--- src/rtl/plc_consts.svh ---
// offsets, field positions, reset values and timing counts
`ifndef PLC_CONSTS_SVH
`define PLC_CONSTS_SVH
`define PLC_CLK_NS 10
`define PLC_MS_NS 1000000
`define PLC_REG_BMC 5'h00
`define PLC_REG_IDC 5'h18
`define PLC_REG_PHC 5'h19
`define PLC_BMC_SPEED 13
`define PLC_BMC_NEGEN 12
`define PLC_BMC_ISOLATE 10
`define PLC_BMC_RESTART 9
`define PLC_BMC_DUPLEX 8
`define PLC_BMC_RST 16'h3100
`define PLC_BMC_WMASK 16'h3500
`define PLC_PHC_AUTOX 15
`define PLC_PHC_FORCEX 14
`define PLC_PHC_LATE 7
`define PLC_PHC_CFG 5
`define PLC_PHC_RST 16'h8021
`define PLC_PHC_WMASK 16'hC07F
`define PLC_IDC_EN 4
`define PLC_IDC_VAL 1
`define PLC_IDC_RST 16'h0000
`define PLC_IDC_WMASK 16'h0012
`define PLC_BREAK_MS 1500
`define PLC_NEG_MS 3000
`define PLC_BLINK_MS 50
`define PLC_LOSS_MS 100
`define PLC_SLOT_MS 60
`define PLC_LINK_PULSES 7
`define PLC_LFSR_RST 11'h001
`endif

--- src/rtl/plc_pkg.sv ---
// types shared by the link configuration block
package plc_pkg;
	typedef enum logic [1:0] {
		PLC_NEG_IDLE = 2'b00,
		PLC_NEG_BREAK = 2'b01,
		PLC_NEG_RUN = 2'b10,
		PLC_NEG_LINKED = 2'b11
	} plc_neg_state_t;
	typedef struct packed {
		logic valid;
		logic write;
		logic [4:0] phyAddr;
		logic [4:0] regAddr;
		logic [15:0] wdata;
	} plc_mgmt_req_t;
	typedef struct packed {
		logic ack;
		logic [15:0] rdata;
	} plc_mgmt_rsp_t;
endpackage

--- src/rtl/plc_tick_gen.sv ---
// divider giving a one-cycle enable every PERIOD clocks
`timescale 1ns/100ps
module plc_tick_gen #(
	parameter int unsigned PERIOD = 100
) (
	input wire logic clock, // system clock
	input wire logic rstn, // async reset, active low
	output logic tick // one-cycle enable pulse
);
	localparam int unsigned W = $clog2(PERIOD);
	logic [W-1:0] count;
	logic [W-1:0] next_count;
	logic next_tick;

	// wrap the counter and flag the wrap
	always_comb begin
		next_count = count + 1'b1;
		next_tick = 1'b0;
		if (count == W'(PERIOD - 1)) begin
			next_count = '0;
			next_tick = 1'b1;
		end
	end

	// register count and pulse
	always_ff @(posedge clock or negedge rstn) begin
		if (!rstn) begin
			count <= '0;
			tick <= 1'b0;
		end else begin
			count <= next_count;
			tick <= next_tick;
		end
	end
endmodule // plc_tick_gen

--- src/rtl/plc_link_config.sv ---
// link configuration, crossover, isolate and indicator control
`timescale 1ns/100ps
`include "plc_consts.svh"
// Notes on behaviour
// - writing restart while negotiation is enabled restarts negotiation.
// - losing link after successful negotiation resumes negotiation automatically.
// - renegotiation halts data and pulses for 1500 ms, then FLP bursts.
// - negotiation should finish within about three seconds; late is flagged.
// - automatic crossover on by default, set by strap or field.
// - force-crossover bit swaps pairs regardless of negotiation or auto.
// - automatic crossover is inactive in forced speed and duplex mode.
// - a random sequence decides when auto crossover switches pairs.
// - address straps are latched into low five control bits at reset.
// - answer management only at own address; addresses must be unique.
// - strapped address zero isolates; written address zero does not.
// - unstrapped default address is one.
// - the isolate bit in basic mode control also isolates.
// - isolated: ignore transmit inputs, release all MII outputs.
// - isolated device still answers management transactions at its own address.
// - isolated line sends no packets, only idles or link pulses.
// - isolated device still negotiates and establishes receive link.
// - indicator mode from field or strap: link only, or blink.
// - 10 Mb/s link after seven pulses or a packet; loss timer drops.
// - indicator polarity follows negotiation strap sampled at reset.
// - direct-control register drives indicator; reads never show pin.
// - speed and duplex bits matter only when negotiation is disabled.
module plc_link_config #(
	parameter int unsigned MS_CYCLES = `PLC_MS_NS / `PLC_CLK_NS
) (
	input wire logic clock, // system clock
	input wire logic rstn, // async reset, active low
	input wire logic [4:0] strapAddr, // address strap levels
	input wire logic negEnableStrap, // forced or negotiating start
	input wire logic crossoverStrap, // auto crossover strap
	input wire logic indicatorConfigIn, // indicator_config strap level
	input wire logic linkIndicatorIn, // negotiation_strap level on pin
	output logic linkIndicatorOut, // indicator pin drive value
	output logic linkIndicatorOeN, // indicator enable, low drives
	input wire plc_pkg::plc_mgmt_req_t mgmtReq, // management request
	output plc_pkg::plc_mgmt_rsp_t mgmtRsp, // management answer
	input wire logic negDone, // engine reports negotiation done
	input wire logic negSpeed100, // negotiated speed is 100
	input wire logic negFullDuplex, // negotiated full duplex
	input wire logic sigDetect, // 100 Mb/s signal detect
	input wire logic linkPulse, // normal link pulse received
	input wire logic goodPacket, // valid 10 Mb/s packet received
	input wire logic activity, // transmit or receive activity
	input wire logic txEnIn, // transmit enable from mac
	output logic lineTxEn, // packet data onto the line
	output logic lineIdleEn, // idles or link pulses onto line
	output logic flpStart, // pulse: begin FLP bursts
	output logic negRunning, // negotiation in progress
	output logic linkUp, // link good
	output logic opSpeed100, // operating speed is 100
	output logic opFullDuplex, // operating duplex is full
	output logic mdiSwap, // media pairs crossed
	output logic miiOutOeN // MII outputs enable, low drives
);
	localparam int BREAK_LAST = `PLC_BREAK_MS - 1;

	logic msTick;
	logic [15:0] basicModeControl, next_basicModeControl;
	logic [15:0] phyControl, next_phyControl;
	logic [15:0] indicatorDirectControl, next_indicatorDirectControl;
	logic strapped, next_strapped;
	logic activeLow, next_activeLow;
	plc_pkg::plc_mgmt_rsp_t next_mgmtRsp;
	plc_pkg::plc_neg_state_t negState, next_negState;
	logic [11:0] negCnt, next_negCnt;
	logic negLate, next_negLate;
	logic next_flpStart, next_opSpeed100, next_opFullDuplex;
	logic [2:0] pulseCnt, next_pulseCnt;
	logic [11:0] lossCnt, next_lossCnt;
	logic link10, next_link10, next_linkUp;
	logic [10:0] lfsr, next_lfsr;
	logic [11:0] slotCnt, next_slotCnt, slotLen, next_slotLen;
	logic xState, next_xState, next_mdiSwap;
	logic [11:0] blinkCnt, next_blinkCnt;
	logic blinkPhase, next_blinkPhase;
	logic next_linkIndicatorOut, next_linkIndicatorOeN;
	logic addrMatch, bmcWrite, restartWr, negEnRise, renegReq;
	logic negEn, isolate, autoActive, lit;

	// millisecond enable
	plc_tick_gen #(
		.PERIOD(MS_CYCLES)
	) u_msTick (
		.clock(clock),
		.rstn(rstn),
		.tick(msTick)
	);

	// decode of management writes with side effects
	// own address only
	assign addrMatch = mgmtReq.phyAddr == phyControl[4:0];
	assign bmcWrite = strapped && mgmtReq.valid && mgmtReq.write &&
		addrMatch && mgmtReq.regAddr == `PLC_REG_BMC;
	assign negEn = basicModeControl[`PLC_BMC_NEGEN];
	assign restartWr = bmcWrite && negEn &&
		mgmtReq.wdata[`PLC_BMC_RESTART];
	assign negEnRise = bmcWrite && !negEn &&
		mgmtReq.wdata[`PLC_BMC_NEGEN];
	assign renegReq = strapped && (restartWr || negEnRise ||
		(negState == plc_pkg::PLC_NEG_LINKED && !linkUp));
	assign isolate = basicModeControl[`PLC_BMC_ISOLATE];

	// register file, strap capture and management answers
	always_comb begin
		next_basicModeControl = basicModeControl;
		next_phyControl = phyControl;
		next_indicatorDirectControl = indicatorDirectControl;
		next_strapped = 1'b1;
		next_activeLow = activeLow;
		next_mgmtRsp = '0;
		if (!strapped) begin
			next_phyControl[4:0] = strapAddr;
			next_basicModeControl[`PLC_BMC_ISOLATE] = strapAddr == 5'h00;
			next_basicModeControl[`PLC_BMC_NEGEN] = negEnableStrap;
			next_phyControl[`PLC_PHC_AUTOX] = crossoverStrap;
			next_phyControl[`PLC_PHC_CFG] = indicatorConfigIn;
			next_activeLow = linkIndicatorIn;
		end else if (mgmtReq.valid && addrMatch) begin
			next_mgmtRsp.ack = 1'b1;
			if (mgmtReq.write) begin
				case (mgmtReq.regAddr)
					`PLC_REG_BMC: begin
						next_basicModeControl = (basicModeControl &
							~`PLC_BMC_WMASK) | (mgmtReq.wdata & `PLC_BMC_WMASK);
					end
					`PLC_REG_PHC: begin
						next_phyControl = (phyControl & ~`PLC_PHC_WMASK) |
							(mgmtReq.wdata & `PLC_PHC_WMASK);
					end
					`PLC_REG_IDC: begin
						next_indicatorDirectControl = (indicatorDirectControl &
							~`PLC_IDC_WMASK) | (mgmtReq.wdata & `PLC_IDC_WMASK);
					end
					default: begin
					end
				endcase
			end else begin
				case (mgmtReq.regAddr)
					`PLC_REG_BMC: next_mgmtRsp.rdata = basicModeControl;
					`PLC_REG_PHC: begin
						next_mgmtRsp.rdata = phyControl;
						next_mgmtRsp.rdata[`PLC_PHC_LATE] = negLate;
					end
					`PLC_REG_IDC: next_mgmtRsp.rdata = indicatorDirectControl;
					default: next_mgmtRsp.rdata = 16'h0000;
				endcase
			end
		end
	end

	// registers; default address one
	always_ff @(posedge clock or negedge rstn) begin
		if (!rstn) begin
			basicModeControl <= `PLC_BMC_RST;
			phyControl <= `PLC_PHC_RST;
			indicatorDirectControl <= `PLC_IDC_RST;
			strapped <= 1'b0;
			activeLow <= 1'b0;
			mgmtRsp <= '0;
		end else begin
			basicModeControl <= next_basicModeControl;
			phyControl <= next_phyControl;
			indicatorDirectControl <= next_indicatorDirectControl;
			strapped <= next_strapped;
			activeLow <= next_activeLow;
			mgmtRsp <= next_mgmtRsp;
		end
	end

	// negotiation sequencing, break timer and late watchdog
	// isolate plays no part here
	always_comb begin
		next_negState = negState;
		next_negCnt = negCnt;
		next_negLate = negLate;
		next_flpStart = 1'b0;
		next_opSpeed100 = negEn ? negSpeed100 :
			basicModeControl[`PLC_BMC_SPEED];
		next_opFullDuplex = negEn ? negFullDuplex :
			basicModeControl[`PLC_BMC_DUPLEX];
		if (renegReq) begin
			next_negState = plc_pkg::PLC_NEG_BREAK;
			next_negCnt = 12'h000;
			next_negLate = 1'b0;
		end else if (!negEn || !strapped) begin
			next_negState = plc_pkg::PLC_NEG_IDLE;
		end else begin
			case (negState)
				plc_pkg::PLC_NEG_IDLE: begin
					next_negState = plc_pkg::PLC_NEG_RUN;
					next_negCnt = 12'h000;
					next_flpStart = 1'b1;
				end
				// hold off until break timer ends
				plc_pkg::PLC_NEG_BREAK: begin
					if (msTick && negCnt == 12'(BREAK_LAST)) begin
						next_negState = plc_pkg::PLC_NEG_RUN;
						next_negCnt = 12'h000;
						next_flpStart = 1'b1;
					end else if (msTick) begin
						next_negCnt = negCnt + 12'h001;
					end
				end
				plc_pkg::PLC_NEG_RUN: begin
					if (negDone) begin
						next_negState = plc_pkg::PLC_NEG_LINKED;
					end else if (msTick && !negLate) begin
						if (negCnt == 12'(`PLC_NEG_MS - 1)) begin
							next_negLate = 1'b1;
						end else begin
							next_negCnt = negCnt + 12'h001;
						end
					end
				end
				plc_pkg::PLC_NEG_LINKED: begin
				end
				default: next_negState = plc_pkg::PLC_NEG_IDLE;
			endcase
		end
	end

	// negotiation registers
	always_ff @(posedge clock or negedge rstn) begin
		if (!rstn) begin
			negState <= plc_pkg::PLC_NEG_IDLE;
			negCnt <= 12'h000;
			negLate <= 1'b0;
			flpStart <= 1'b0;
			opSpeed100 <= 1'b0;
			opFullDuplex <= 1'b0;
		end else begin
			negState <= next_negState;
			negCnt <= next_negCnt;
			negLate <= next_negLate;
			flpStart <= next_flpStart;
			opSpeed100 <= next_opSpeed100;
			opFullDuplex <= next_opFullDuplex;
		end
	end

	// 10 Mb/s link qualification and loss timer
	always_comb begin
		next_pulseCnt = pulseCnt;
		next_lossCnt = lossCnt;
		next_link10 = link10;
		if (linkPulse || goodPacket) begin
			next_lossCnt = 12'h000;
		end else if (msTick) begin
			if (lossCnt == 12'(`PLC_LOSS_MS - 1)) begin
				next_lossCnt = 12'h000;
				next_link10 = 1'b0;
				next_pulseCnt = 3'h0;
			end else begin
				next_lossCnt = lossCnt + 12'h001;
			end
		end
		if (goodPacket) begin
			next_link10 = 1'b1;
		end
		if (linkPulse) begin
			if (pulseCnt == 3'(`PLC_LINK_PULSES - 1)) begin
				next_link10 = 1'b1;
			end else begin
				next_pulseCnt = pulseCnt + 3'h1;
			end
		end
		next_linkUp = opSpeed100 ? sigDetect : next_link10;
	end

	// link registers
	always_ff @(posedge clock or negedge rstn) begin
		if (!rstn) begin
			pulseCnt <= 3'h0;
			lossCnt <= 12'h000;
			link10 <= 1'b0;
			linkUp <= 1'b0;
		end else begin
			pulseCnt <= next_pulseCnt;
			lossCnt <= next_lossCnt;
			link10 <= next_link10;
			linkUp <= next_linkUp;
		end
	end

	assign autoActive = phyControl[`PLC_PHC_AUTOX] && negEn;

	// crossover slots of random length
	always_comb begin
		next_lfsr = {lfsr[9:0], lfsr[10] ^ lfsr[8]};
		next_slotCnt = slotCnt;
		next_slotLen = slotLen;
		next_xState = xState;
		if (msTick) begin
			if (slotCnt >= slotLen) begin
				next_slotCnt = 12'h000;
				next_slotLen = 12'(`PLC_SLOT_MS) + {8'h00, lfsr[3:0]};
				if (!linkUp && autoActive) begin
					next_xState = !xState;
				end
			end else begin
				next_slotCnt = slotCnt + 12'h001;
			end
		end
		next_mdiSwap = phyControl[`PLC_PHC_FORCEX] || (autoActive && xState);
	end

	// crossover registers
	always_ff @(posedge clock or negedge rstn) begin
		if (!rstn) begin
			lfsr <= `PLC_LFSR_RST;
			slotCnt <= 12'h000;
			slotLen <= 12'(`PLC_SLOT_MS);
			xState <= 1'b0;
			mdiSwap <= 1'b0;
		end else begin
			lfsr <= next_lfsr;
			slotCnt <= next_slotCnt;
			slotLen <= next_slotLen;
			xState <= next_xState;
			mdiSwap <= next_mdiSwap;
		end
	end

	// blink timer and indicator drive
	always_comb begin
		next_blinkCnt = blinkCnt;
		next_blinkPhase = blinkPhase;
		if (msTick) begin
			if (blinkCnt == 12'(`PLC_BLINK_MS - 1)) begin
				next_blinkCnt = 12'h000;
				next_blinkPhase = !blinkPhase;
			end else begin
				next_blinkCnt = blinkCnt + 12'h001;
			end
		end
		lit = linkUp && (phyControl[`PLC_PHC_CFG] || !activity ||
			blinkPhase);
		if (indicatorDirectControl[`PLC_IDC_EN]) begin
			lit = indicatorDirectControl[`PLC_IDC_VAL];
		end
		next_linkIndicatorOut = lit ^ activeLow;
		next_linkIndicatorOeN = !strapped;
	end

	// indicator registers
	always_ff @(posedge clock or negedge rstn) begin
		if (!rstn) begin
			blinkCnt <= 12'h000;
			blinkPhase <= 1'b0;
			linkIndicatorOut <= 1'b0;
			linkIndicatorOeN <= 1'b1;
		end else begin
			blinkCnt <= next_blinkCnt;
			blinkPhase <= next_blinkPhase;
			linkIndicatorOut <= next_linkIndicatorOut;
			linkIndicatorOeN <= next_linkIndicatorOeN;
		end
	end

	// release MII, ignore transmit; idles only
	assign miiOutOeN = isolate;
	assign lineTxEn = txEnIn && !isolate &&
		negState != plc_pkg::PLC_NEG_BREAK;
	assign lineIdleEn = negState != plc_pkg::PLC_NEG_BREAK;
	assign negRunning = negState == plc_pkg::PLC_NEG_RUN;
endmodule // plc_link_config

--- config.mk ---
export PLATFORM = sky130hd
export DESIGN_NAME = plc_link_config
export DESIGN_NICKNAME = d
export VERILOG_FILES = /design/src/rtl/plc_pkg.sv /design/src/rtl/plc_tick_gen.sv /design/src/rtl/plc_link_config.sv
export VERILOG_INCLUDE_DIRS = /design/src /design/src/rtl
export SDC_FILE = /design/constraint.sdc
export NUM_CORES = 1
export LEC_CHECK = 0
export BUFFER_PORTS_ARGS = -buffer_cell sky130_fd_sc_hd__buf_2
export CORE_ASPECT_RATIO = 0.5
export CORE_MARGIN = 5
export CORE_UTILIZATION = 55
export CTS_BUF_LIST = sky130_fd_sc_hd__clkbuf_8
export DETAILED_ROUTE_END_ITERATION = 6
export PLACE_DENSITY = 0.76
export SLEW_MARGIN = 20
export SYNTH_ARGS = -nofsm -noshare
export SYNTH_HDL_FRONTEND = slang
export SYNTH_HIERARCHICAL = 1
export SYNTH_SLANG_ARGS = --single-unit
export TNS_END_PERCENT = 5
--- constraint.sdc ---
create_clock -name clock -period 3.1 [get_ports clock]
set_input_delay 0.62 -clock clock [delete_from_list [all_inputs] [get_ports clock]]
set_output_delay 0.62 -clock clock [all_outputs]
set_load 0.02 [all_outputs]
[Word level (Yosys, flattened, before mapping)]
Cells that the tools add are included.
Operators by class
  add/subtract/negate cells: 7
  $lt $le $gt $ge: 1
  equal/unequal tests: 25
  mux-type cells: 59
  bitwise operators: 5
  reductions and logical operators: 54
Operator list (number)
  $mux W12: 12
  $mux W16: 4
  $mux W17: 3
  $add A12 B1 Y12 const B: 4
  $pmux W16 S3: 1
  $mux W13: 3
  $pmux W12 S3: 1
  $mux W1: 23
  $logic_and A1 B1 Y1: 19
  $add A17 B1 Y17 const B: 1
  $eq A17 B17 Y1 const B: 1
  $or A14 B16 Y16: 1
  $or A16 B14 Y16: 1
  $or A16 B5 Y16: 1
  $mux W3: 5
  $eq A12 B11 Y1 const B: 1
  $eq A12 B12 Y1 const B: 1
  $eq A12 B6 Y1 const B: 1
  $eq A12 B7 Y1 const B: 1
  $ge A12 B12 Y1: 1
  $reduce_and A3 Y1: 4
  $reduce_and A4 Y1: 3
  $eq A5 B5 Y1 const B: 2
  $logic_not A5 Y1: 2
  28 further kinds: 55
Storage, ports and cells
  bits in registers: 172
  bits of input ports: 47
  word-level logic and storage cells: 181

[Longest topological paths before layout]
Gate-level depths: netlist of the first run.
  depth in word-level cells: 11
  mapped depth: 10

[Hierarchy]
The synthesis of the first run kept the hierarchy.
By module, submodules not included
  plc_link_config: instances 1, cells each 525, area each 5411.4 um2, sequential area each 2866.5 um2
  plc_tick_gen: instances 1, cells each 75, area each 818.3 um2, sequential area each 450.4 um2

[Worst setup path before layout of the first run]
Ideal clock, no wire load.
  kind: input -> register
  from: in mgmtReq[16] (netlist name)
  to: reg negCnt[6]
  library setup time: 0.078 ns
  arrival time: 2.994 ns
  required time: 3.022 ns
  setup slack: 0.028 ns
  stages: 8
  buffers on the path: 2
  path through: buf_6 or4_4 or3_1 or4_4 o211a_1 buf_6 or4_1 a21oi_1
Between the ends
  longest elaborated chain between the ends: 9
  elaborated cells on any way between the ends: 17
RTL lines
  start: declaration: line plc_link_config.sv:39  | input wire plc_pkg::plc_mgmt_req_t mgmtReq,
  $logic_not A5 Y1 *
  $logic_and A1 B1 Y1 (no source line) *
  $logic_and A1 B1 Y1 (on tied branches) (2 in a row): line plc_link_config.sv:99, plc_link_config.sv:101
  $logic_or A1 B1 Y1 * (2 in a row): line plc_link_config.sv:103  | assign renegReq = strapped && (restartWr || negEnRise ||
  $logic_and A1 B1 Y1 *: line plc_link_config.sv:103
  $ne A4 B3 Y1 (no source line), or another cell as far along
  $reduce_and A6 Y1 (no source line)
  end signal: assignment: line plc_link_config.sv:237  | negCnt <= next_negCnt;
  end: declaration: line plc_link_config.sv:69  | logic [11:0] negCnt, next_negCnt;
Every way passes the cells marked *; elsewhere a longest branch is shown, timed or not.
A chain may end at the register's enable or synchronous reset.

[Worst setup path in the final report of the first run]
  from: in mgmtReq[17] (netlist name)
  to: reg negCnt[4]
The elaborated chain is that of the path after synthesis.

==> results of run 1 <==
-- layout by cell type, fill, tap and decap left out, types with 18 or more instances in the layout --
cell type / Yosys / final
nor2_1: 50 / 50
and2_1: 19 / 19
inv_1: 21 / 23
nand3_1: 25 / 25
clkbuf_8: 0 / 18
nand2_1: 60 / 60
xnor2_1: 23 / 23
xor2_1: 18 / 18
ha_1: 20 / 20
dfrtp_1: 121 / 121
o21ai_0: 35 / 35
buf_2: 0 / 71
-- layout make-up --
type | count | area [um2]
clock inverter | 14 | 188
multi-input combinational | 431 | 2760
inverter | 23 | 86.3
fill | 837 | 3750
sequential | 132 | 3320
timing repair buffer | 89 | 519
tap | 145 | 181
clock buffer | 18 | 248
-- synthesized netlist by cell type, types with 2 or more instances --
| master | count |
|---|---|
| a211oi_1 | 3 |
| mux2_2 | 10 |
| o31ai_1 | 6 |
| nor3b_1 | 3 |
| xnor2_1 | 23 |
| clkinv_1 | 2 |
| a221o_1 | 6 |
| dfstp_2 | 11 |
| and3_1 | 12 |
| nor2_1 | 50 |
| nor4_1 | 7 |
| dfrtp_1 | 121 |
| or3b_2 | 2 |
| o21a_1 | 3 |
| nand2b_1 | 11 |
| nor3_1 | 16 |
| clkbuf_1 | 11 |
| nor4b_1 | 2 |
| nor2b_1 | 4 |
| conb_1 | 2 |
| nand2_1 | 60 |
| a21o_1 | 6 |
| or4_4 | 3 |
| or4_1 | 9 |
| nand3b_1 | 2 |
| ha_1 | 20 |
| nand4b_1 | 3 |
| buf_6 | 2 |
| o221ai_1 | 2 |
| a31oi_1 | 3 |
| a2111oi_0 | 2 |
| a21oi_1 | 16 |
| nand4_1 | 14 |
| a41oi_1 | 2 |
| mux2i_1 | 4 |
| and2_1 | 19 |
| o41ai_1 | 2 |
| or3_1 | 11 |
| or2_2 | 2 |
| nand3_1 | 25 |
| and4_1 | 2 |
| inv_1 | 21 |
| xor2_1 | 18 |
| o21ai_0 | 35 |
-- worst min path at each step --
stage	from	endpoint	slack, ns
after floorplan	rstn	activeLow	0.32
after global placement	lfsr[7]	lfsr[8]	0.33
after detailed placement	lfsr[7]	lfsr[8]	0.34
after CTS	rstn	u_msTick/count[3]	0.18
after global routing	rstn	u_msTick/count[5]	0.21
final	rstn	u_msTick/count[4]	0.17
-- state kept, by name, indices dropped and copies added (netlist names), 2 cells and up --
register and cells:
mgmtRsp 16, negCnt 12, negState 2, lfsr 11
basicModeControl 4, blinkCnt 12, u_msTick/count 17, pulseCnt 3
indicatorDirectControl 2, slotCnt 12, lossCnt 12, phyControl 9
slotLen 6
-- per-stage QoR --
step                setup TNS [ns]  total power [mW]  instance area, um2  util [%]  std cells
floorplan                        0              1.98                6230         -        600
finish                           0              3.68                7290      66.0        852
global placement           -0.0580              2.10                6860      62.1        820
CTS                              0              3.70                7290      66.0        852
detailed placement          -0.398              2.12                6860      62.1        820
global route                     0              3.82                7290      66.0        852
-- logic make-up after synthesis --
logic type | Yosys count | synth area share, %
fa+ha+maj | 20 | 4.02
xor+xnor | 41 | 5.76
mux | 14 | 2.45
other cells | 2 | 0.121
simple gates | 261 | 22.3
buf+inv | 37 | 2.53
flops | 132 | 53.2
compound gates | 93 | 9.58
-- power by group --
| group | leakage [nW] | internal [mW] | switching [mW] |
|---|---|---|---|
| sequential | 1.75 | 1.77 | 0.0425 |
| clock | 0.209 | 0.892 | 0.694 |
| combinational | 1.44 | 0.115 | 0.162 |
| total | 3.40 | 2.78 | 0.898 |
-- critical path: stages --
cell and delay, ns:
buf_2 0.10, or4_4 0.53, or3_1 0.39, or4_4 0.44, o211a_1 0.32, buf_4 0.19, or3_1 0.34, a21oi_1 0.16
-- layer usage --
metal | up-vias | wire, um | track usage [%] | share of wire, %
met5 | - | 0 | 0 | 0
met1 | 2349 | 5920 | 25.0 | 45
met2 | 103 | 6670 | 36.1 | 50
met4 | 0 | 292 | 8.12 | 2.2
li1 | 2318 | - | - | -
met3 | 29 | 423 | 4.27 | 3.2
==> reports/results.ini, run 1 <==
[cts]
cts_tree = built
cts_hold_buf = 0
cts-buffers-inserted = 17
post_cts_buffers = 0
htree_num_levels = 4
cts_resized = 0
clk_latency_ns = 0.43
clkTransAtPathRegs_ns = 0.08
cts_buffer_depth = 2
root_buffer = clkbuf_8
cts_sinks = 132

[timing]
setup_violations = 0
rsz0062_at_grt = false
post-route-period-util_pct = 88.6
worst_slew_pin_slew_ns = 0.713
finClkSkew_ns = 0.0103
worst_slack_ns = 0.352
hold_viol = 0
timing.final.max_slew_violations = 0
max_freq_mhz = 364
whs_ns = 0.172
min_period_ns = 2.75
max-slew-margin-rel_pct = 51.2

[yosys]
synth_edf_count = 0
synth_area_leaders = dfrtp_1 49%, dfstp_2 4.6%, ha_1 4.0%, nand2_1 3.6%, xnor2_1 3.2%
synth-warning-count = 6
syn_nets = 667
syn_area_per_cell_um2 = 10.4
ys_seq_elements = 132
yosysTopAreaCell = dfrtp_1
yosysTopAreaCellShare_pct = 48.6
synthFlopType = dfrtp_1
synthCells = 600
syn_area_um2 = 6230
synth-seq-area-share_pct = 53.2
async_flop_share_pct = 100
synth_cell_types = 56

[grt]
first_global_vias = 4936
grt.overflow.total = 0
grt.total_usage_pct = 20.5
grt_pass1_wl_um = 23000
grt_antenna_before_repair = 0
grt_max_degree = 69

[routing]
antenna_left = 0
via_per_inst = 5.63
wl_per_cell_um = 15.6
dr.pass1.iters = 6
drc = 0
routed_wl_um = 13300
drt_iter0_markers = 286
vias = 4799

[outcome]
status = finished clean

[setup_path]
cp.required_ns = 3.45
crit_path_max_fanout = 9
r2r_cells = 7
crit_type = in -> reg
startpoint = mgmtReq[17]
critPathCaptureType = register
worstReg2RegStart = slotLen[5]
reg2reg_slack_ns = 0.47
start_kind = input pin
cp_data_arrival_time_ns = 3.10
r2r-end = slotCnt[0]
endpoint = negCnt[4]

[min_path]
hp-class = in -> async

[placement]
portBuffers = 72
hpwl_um = 9370
routabilityCongestion = 0.833
dpl_worst_slack_ns = -0.0843

[power]
power_leakage_nw = 3.40
p_per_area_nw_per_um2 = 504
peakVddDrop_v = 0.000293

[cells_and_area]
fin_nets = 761
antenna_cells = 0
area_delta_synth_final_pct = 17.1
drive_gt1_share_pct = 21.1

[die]
initial_core_util_pct = 56.4
floorplan.rows = 27
fp.dieW_um = 161
die-height_um = 85.3
io_pins = 75
core_region_area_um2 = 11000
dieArea_um2 = 13700

[flow_run]
drv_cap = 0

Note: power is estimated with default switching activity, not from simulation.
==> inputs of run 2 (changes only) <==
--- a/config.mk
+++ b/config.mk
@@ -9,10 +9,10 @@
 export BUFFER_PORTS_ARGS = -buffer_cell sky130_fd_sc_hd__buf_2
 export CORE_ASPECT_RATIO = 0.5
 export CORE_MARGIN = 5
-export CORE_UTILIZATION = 55
+export CORE_UTILIZATION = 53
 export CTS_BUF_LIST = sky130_fd_sc_hd__clkbuf_8
 export DETAILED_ROUTE_END_ITERATION = 6
-export PLACE_DENSITY = 0.76
+export PLACE_DENSITY = 0.74
 export SLEW_MARGIN = 20
 export SYNTH_ARGS = -nofsm -noshare
 export SYNTH_HDL_FRONTEND = slang
==> run 2 against run 1 <==
  * Wire length down 2.9%
  * Sequential power about the same
  * Clock skew is 0.0017 ns higher
  * Cell count grew 2.6%
  * Worst hold slack lost 0.0011 ns
  * Sequential share of layout area about the same
  * Maximum frequency is 0.40% higher
  * Combinational power down 4%
  * Non-clock buffer count increased by 2
  * Design area about the same
  * Clock power shrank 4%
  * Core utilization decreased by 3.5 points
==> reports/results.ini, run 2 (synthesized netlist as in run 1, its figures left out) <==
[power]
clkPwrFrac_pct = 42.2  ; -1.0 points
combPwrFrac_pct = 7.4  ; about the same
p_int_mw = 2.75  ; -0.80%
p_per_area_nw_per_um2 = 492  ; -2.3%
swShare_pct = 23.3  ; -1.1 points
peakVddDrop_v = 0.000232  ; -21%
power.switching_mw = 0.839  ; -6.6%
seqPwrFrac_pct = 50.4  ; +1.1 points
power_leakage_nw = 3.42  ; +0.39%

[cts]
post_cts_buffers = 0  ; unchanged
clkTransAtPathRegs_ns = 0.07  ; about the same
cts_hold_buf = 0  ; unchanged
cts_sinks = 132  ; unchanged
root_buffer = clkbuf_8
htree_num_levels = 4  ; unchanged
cts_resized = 0  ; unchanged
cts_tree = built
cts_buffer_depth = 2  ; unchanged
clk_latency_ns = 0.43  ; about the same
cts-buffers-inserted = 17  ; unchanged

[die]
floorplan.rows = 28  ; +3.7%
fp.dieW_um = 163  ; +1.8%
dieArea_um2 = 14200  ; +3.4%
initial_core_util_pct = 53.4  ; -3.0 points
die-height_um = 86.7  ; +1.6%
core_region_area_um2 = 11700  ; +5.6%
io_pins = 75  ; unchanged

[outcome]
status = finished clean

[timing]
rsz0062_at_grt = false
setup_violations = 0  ; unchanged
worst_slew_pin_slew_ns = 0.676  ; -0.0373 ns
hold_viol = 0  ; unchanged
finClkSkew_ns = 0.0120  ; +0.00169 ns
max_freq_mhz = 365  ; +0.40%
fin_tns_setup_ns = 0  ; unchanged
timing.final.max_slew_violations = 0  ; unchanged
min_period_ns = 2.74  ; -0.0108 ns
max-slew-margin-rel_pct = 54.7  ; +3.5 points
post-route-period-util_pct = 88.3  ; -0.35 points

[setup_path]
crit_type = in -> reg
cp.required_ns = 3.45  ; about the same
cp_data_arrival_time_ns = 3.09  ; about the same
start_kind = input pin
critPathCaptureType = register
crit_path_max_fanout = 7  ; -2

[routing]
drt_iter0_markers = 163  ; -43%
routed_wl_um = 12900  ; -2.9%
antenna_left = 0  ; unchanged
via_per_inst = 5.37  ; -4.6%
drc = 0  ; unchanged
dr.pass1.iters = 4  ; -2
wl_per_cell_um = 14.8  ; -5.4%
vias = 4695  ; -2.2%

[min_path]
hp-class = in -> async

[cells_and_area]
top_regs = u_msTick/count: 17 flops, mgmtRsp: 16 flops
fin_area_um2 = 7300  ; about the same
fillers = 938  ; +12%
drive_gt1_share_pct = 21.2  ; +0.082 points
fin_nets = 763  ; +0.26%
final_cell_mix = 121 x dfrtp_1, 71 x buf_2, 60 x nand2_1, 50 x nor2_1, 35 x o21ai_0
antenna_cells = 0  ; unchanged
area_delta_synth_final_pct = 17.2  ; about the same
regMostFlops = u_msTick/count
layout_commonest_cell = dfrtp_1
largest_reg_flops = 17  ; unchanged

[flow_run]
drv_cap = 0  ; unchanged

[grt]
grt_max_degree = 68  ; -1.4%
first_global_vias = 4678  ; -5.2%
grt.total_usage_pct = 19.5  ; -0.98 points
grt_pass1_wl_um = 22100  ; -3.9%
grt.overflow.total = 0  ; unchanged
grt_antenna_before_repair = 0  ; unchanged

[placement]
routabilityCongestion = 0.862  ; +3.5%
portBuffers = 72  ; unchanged
dpl_cell_area_um2 = 6870  ; +0.22%
hpwl_um = 9160  ; -2.3%

==> run 2: metal layers <==
metal	vias up	wire (um)	GRT usage, %
met2	57	6580	33.1
met3	12	372	4.13
met1	2304	5860	25.7
li1	2322	-	-
met5	-	0	0
met4	0	107	5.86
==> run 2: per-stage QoR <==
stage	cells	hold slack (ns)	util [%]	total power [mW]	setup WS [ns]
3_5_place_dp	842	0.335	58.9	2.11	-0.0842
6_report	874	0.171	62.6	3.59	0.363
3_3_place_gp	842	0.334	58.9	2.10	-0.0365
2_1_floorplan	600	0.324	-	1.98	0.0278
4_1_cts	874	0.179	62.6	3.63	0.394
5_1_grt	874	0.199	62.6	3.77	0.232
==> run 2: cell type report <==
type | instances | area, um2 | share of cell area, %
clock buffers | 21 | 289 | 3.96
clock inverters | 11 | 135 | 1.85
inverters | 23 | 86.3 | 1.18
multi-input cells | 431 | 2760 | 37.8
flip-flops and latches | 132 | 3320 | 45.4
well taps | 165 | 206 | 2.83
repair buffers | 91 | 509 | 6.98
==> run 2: worst max-delay path, stage by stage <==
cell	delay [ns]
buf_2	0.10
or4_4	0.53
or3_1	0.37
or4_4	0.44
o211a_1	0.33
buf_4	0.19
or3_1	0.34
a21oi_1	0.15
==> run 2: power groups by stage <==
stage	Combinational [mW]	Sequential (mW)	Clock, mW
final	0.267	1.81	1.52
after global routing	0.307	1.82	1.64
after CTS	0.271	1.81	1.55
after detailed placement	0.271	1.84	0
after global placement	0.262	1.84	0
after floorplan	0.141	1.84	0
==> run 2: worst paths after layout <==
| path | startpoint | to | slack [ns] | cells after the start |
|---|---|---|---|---|
| worst max-delay path | mgmtReq[17] | negCnt[11] | 0.36 | 8 |
| worst min-delay path | rstn | u_msTick/count[5] | 0.17 | 1 |
| worst max register to register | slotLen[5] | slotLen[0] | 0.43 | 7 |
| worst min register to register | lfsr[6] | lfsr[7] | 0.36 | 0 |
| max in group asynchronous | rstn | phyControl[15] | 2.10 | 2 |
| min in group clock | lfsr[6] | lfsr[7] | 0.36 | 0 |
==> inputs of run 3 (changes only) <==
--- a/config.mk
+++ b/config.mk
@@ -10,8 +10,8 @@
 export CORE_ASPECT_RATIO = 0.5
 export CORE_MARGIN = 5
 export CORE_UTILIZATION = 53
-export CTS_BUF_LIST = sky130_fd_sc_hd__clkbuf_8
 export DETAILED_ROUTE_END_ITERATION = 6
+export GPL_ROUTABILITY_DRIVEN = 1
 export PLACE_DENSITY = 0.74
 export SLEW_MARGIN = 20
 export SYNTH_ARGS = -nofsm -noshare
==> run 3 against run 2 <==
  * Register-to-register slack lost 0.08 ns
  * Non-clock buffer count is the same
  * Count of clock-buffer cells in the layout grew 3
  * Total power grew 15%
  * Clock power grew 36%
  * First-iteration DRC count grew 24%
  * Worst hold slack gained 0.018 ns
  * Flip-flop and latch count is the same
  * Via count grew 1.6%
  * Core utilization grew 1.6 points
  * Die area is the same
==> reports/results.ini, run 3 (synthesized netlist as in run 1, its figures left out) <==
[cells_and_area]
final_cell_mix = 121 x dfrtp_1, 71 x buf_2, 60 x nand2_1, 50 x nor2_1, 35 x o21ai_0
layout_commonest_cell = dfrtp_1
antenna_cells = 0  ; unchanged
largest_reg_flops = 17  ; unchanged
top_regs = u_msTick/count: 17 flops, mgmtRsp: 16 flops
drive_gt1_share_pct = 21.2  ; unchanged
fin_area_um2 = 7490  ; +2.6%
area_delta_synth_final_pct = 20.2
regMostFlops = u_msTick/count
fin_nets = 763  ; unchanged
stdcell_count = 874  ; unchanged
utilization_pct = 64.2  ; +1.6 points

[cts]
root_buffer = clkbuf_16
clk_latency_ns = 0.41  ; -0.02 ns
cts_buffer_depth = 2  ; unchanged
cts_resized = 0  ; unchanged
htree_num_levels = 4  ; unchanged
cts_hold_buf = 0  ; unchanged
clkTransAtPathRegs_ns = 0.06  ; about the same
cts-buffers-inserted = 17  ; unchanged
cts_sinks = 132  ; unchanged
post_cts_buffers = 0  ; unchanged
cts_tree = built

[grt]
first_global_vias = 4720  ; +0.90%
grt.overflow.total = 0  ; unchanged
grt_antenna_before_repair = 0  ; unchanged
grt.total_usage_pct = 20.0  ; +0.43 points
grt_max_degree = 68  ; unchanged
grt_pass1_wl_um = 22600  ; +2.1%

[routing]
drt_iter0_markers = 202  ; +24%
routed_wl_um = 13200  ; +1.9%
dr.pass1.iters = 5  ; +1
antenna_left = 0  ; unchanged
via_per_inst = 5.46  ; +1.6%
drc = 0  ; unchanged
vias = 4772  ; +1.6%
wl_per_cell_um = 15.1  ; +1.9%

[timing]
rsz0062_at_grt = false
post-route-period-util_pct = 89.0  ; +0.66 points
setup_violations = 0  ; unchanged
timing.final.max_slew_violations = 0  ; unchanged
max-slew-margin-rel_pct = 54.0  ; -0.79 points
worst_slew_pin_slew_ns = 0.673  ; -0.00246 ns
max_freq_mhz = 363  ; -0.74%
min_period_ns = 2.76  ; +0.0205 ns
whs_ns = 0.189  ; +0.0181 ns
hold_viol = 0  ; unchanged
finClkSkew_ns = 0.00869  ; -0.00327 ns

[min_path]
hp-class = in -> async

[die]
initial_core_util_pct = 53.4  ; unchanged
floorplan.rows = 28  ; unchanged
die-height_um = 86.7  ; unchanged
dieArea_um2 = 14200  ; unchanged
io_pins = 75  ; unchanged
core_region_area_um2 = 11700  ; unchanged
fp.dieW_um = 163  ; unchanged

[placement]
dpl_cell_area_um2 = 6870  ; unchanged
hpwl_um = 9160  ; unchanged
routabilityCongestion = 0.862  ; unchanged
portBuffers = 72  ; unchanged
dpl.cell_count = 842  ; unchanged

[setup_path]
crit_path_max_fanout = 7  ; unchanged
endpoint = negCnt[9]
r2r-end = slotLen[0]
cp.required_ns = 3.44  ; about the same
r2r_cells = 7  ; unchanged
critPathCaptureType = register
startpoint = mgmtReq[17]
reg2reg_slack_ns = 0.35  ; -0.08 ns
cp_data_arrival_time_ns = 3.09  ; about the same
crit_type = in -> reg
worstReg2RegStart = slotLen[5]
start_kind = input pin

[power]
p_per_area_nw_per_um2 = 553  ; +12%
power.switching_mw = 0.909  ; +8.4%
p_int_mw = 3.23  ; +17%
power_leakage_nw = 3.49  ; +2.2%
combPwrFrac_pct = 6.5  ; -0.9 points
swShare_pct = 21.9  ; -1.4 points
peakVddDrop_v = 0.000339  ; +46%
seqPwrFrac_pct = 43.8  ; -6.6 points
clkPwrFrac_pct = 49.8  ; +7.6 points

[flow_run]
drv_cap = 0  ; unchanged

[outcome]
status = finished clean

[run 3: metrics by stage]
stage / setup TNS [ns] / power [mW] / setup WS, ns
after detailed placement: -0.403 / 2.11 / -0.0842
final: 0 / 4.14 / 0.342
after global placement: -0.174 / 2.10 / -0.0365
after global routing: 0 / 4.32 / 0.184
after floorplan: 0 / 1.98 / 0.0278
after CTS: 0 / 4.18 / 0.323
[run 3: worst max-delay path, stage by stage]
cell and delay (ns):
buf_2 0.10, or4_4 0.53, or3_1 0.37, or4_4 0.44
o211a_1 0.33, buf_4 0.19, or3_1 0.35, a21oi_1 0.15
[run 3: layout make-up]
| type | instances | area (um2) |
|---|---|---|
| Clock buffer | 24 | 492 |
| Clock inverter | 8 | 124 |
| Fill cell | 911 | 4180 |
| Inverter | 23 | 86.3 |
| Multi-Input combinational cell | 431 | 2760 |
| Sequential cell | 132 | 3320 |
| Tap cell | 165 | 206 |
| Timing Repair Buffer | 91 | 509 |
[run 3: how the worst min path moves through the flow]
stage / from / end / depth (start not counted)
6_report: rstn / mgmtRsp[4] / 1
5_1_grt: rstn / mgmtRsp[4] / 1
4_1_cts: rstn / u_msTick/count[7] / 1
3_3_place_gp: lfsr[9] / lfsr[10] / 0
3_5_place_dp: lfsr[7] / lfsr[8] / 0
2_1_floorplan: rstn / activeLow / 0
[run 3: routing by layer]
layer | track usage (%) | wire (um) | vias to the layer above
li1 | - | - | 2310
met1 | 25.9 | 5810 | 2358
met2 | 34.2 | 6730 | 83
met3 | 4.13 | 410 | 21
met4 | 6.24 | 207 | 0
met5 | 0 | 0 | -
[run 3: power groups by stage]
stage / sequential [mW] / clock (mW) / combinational (mW)
global placement: 1.84 / 0 / 0.262
global route: 1.82 / 2.19 / 0.308
detailed placement: 1.84 / 0 / 0.271
floorplan: 1.84 / 0 / 0.141
finish: 1.81 / 2.06 / 0.268
CTS: 1.81 / 2.09 / 0.272
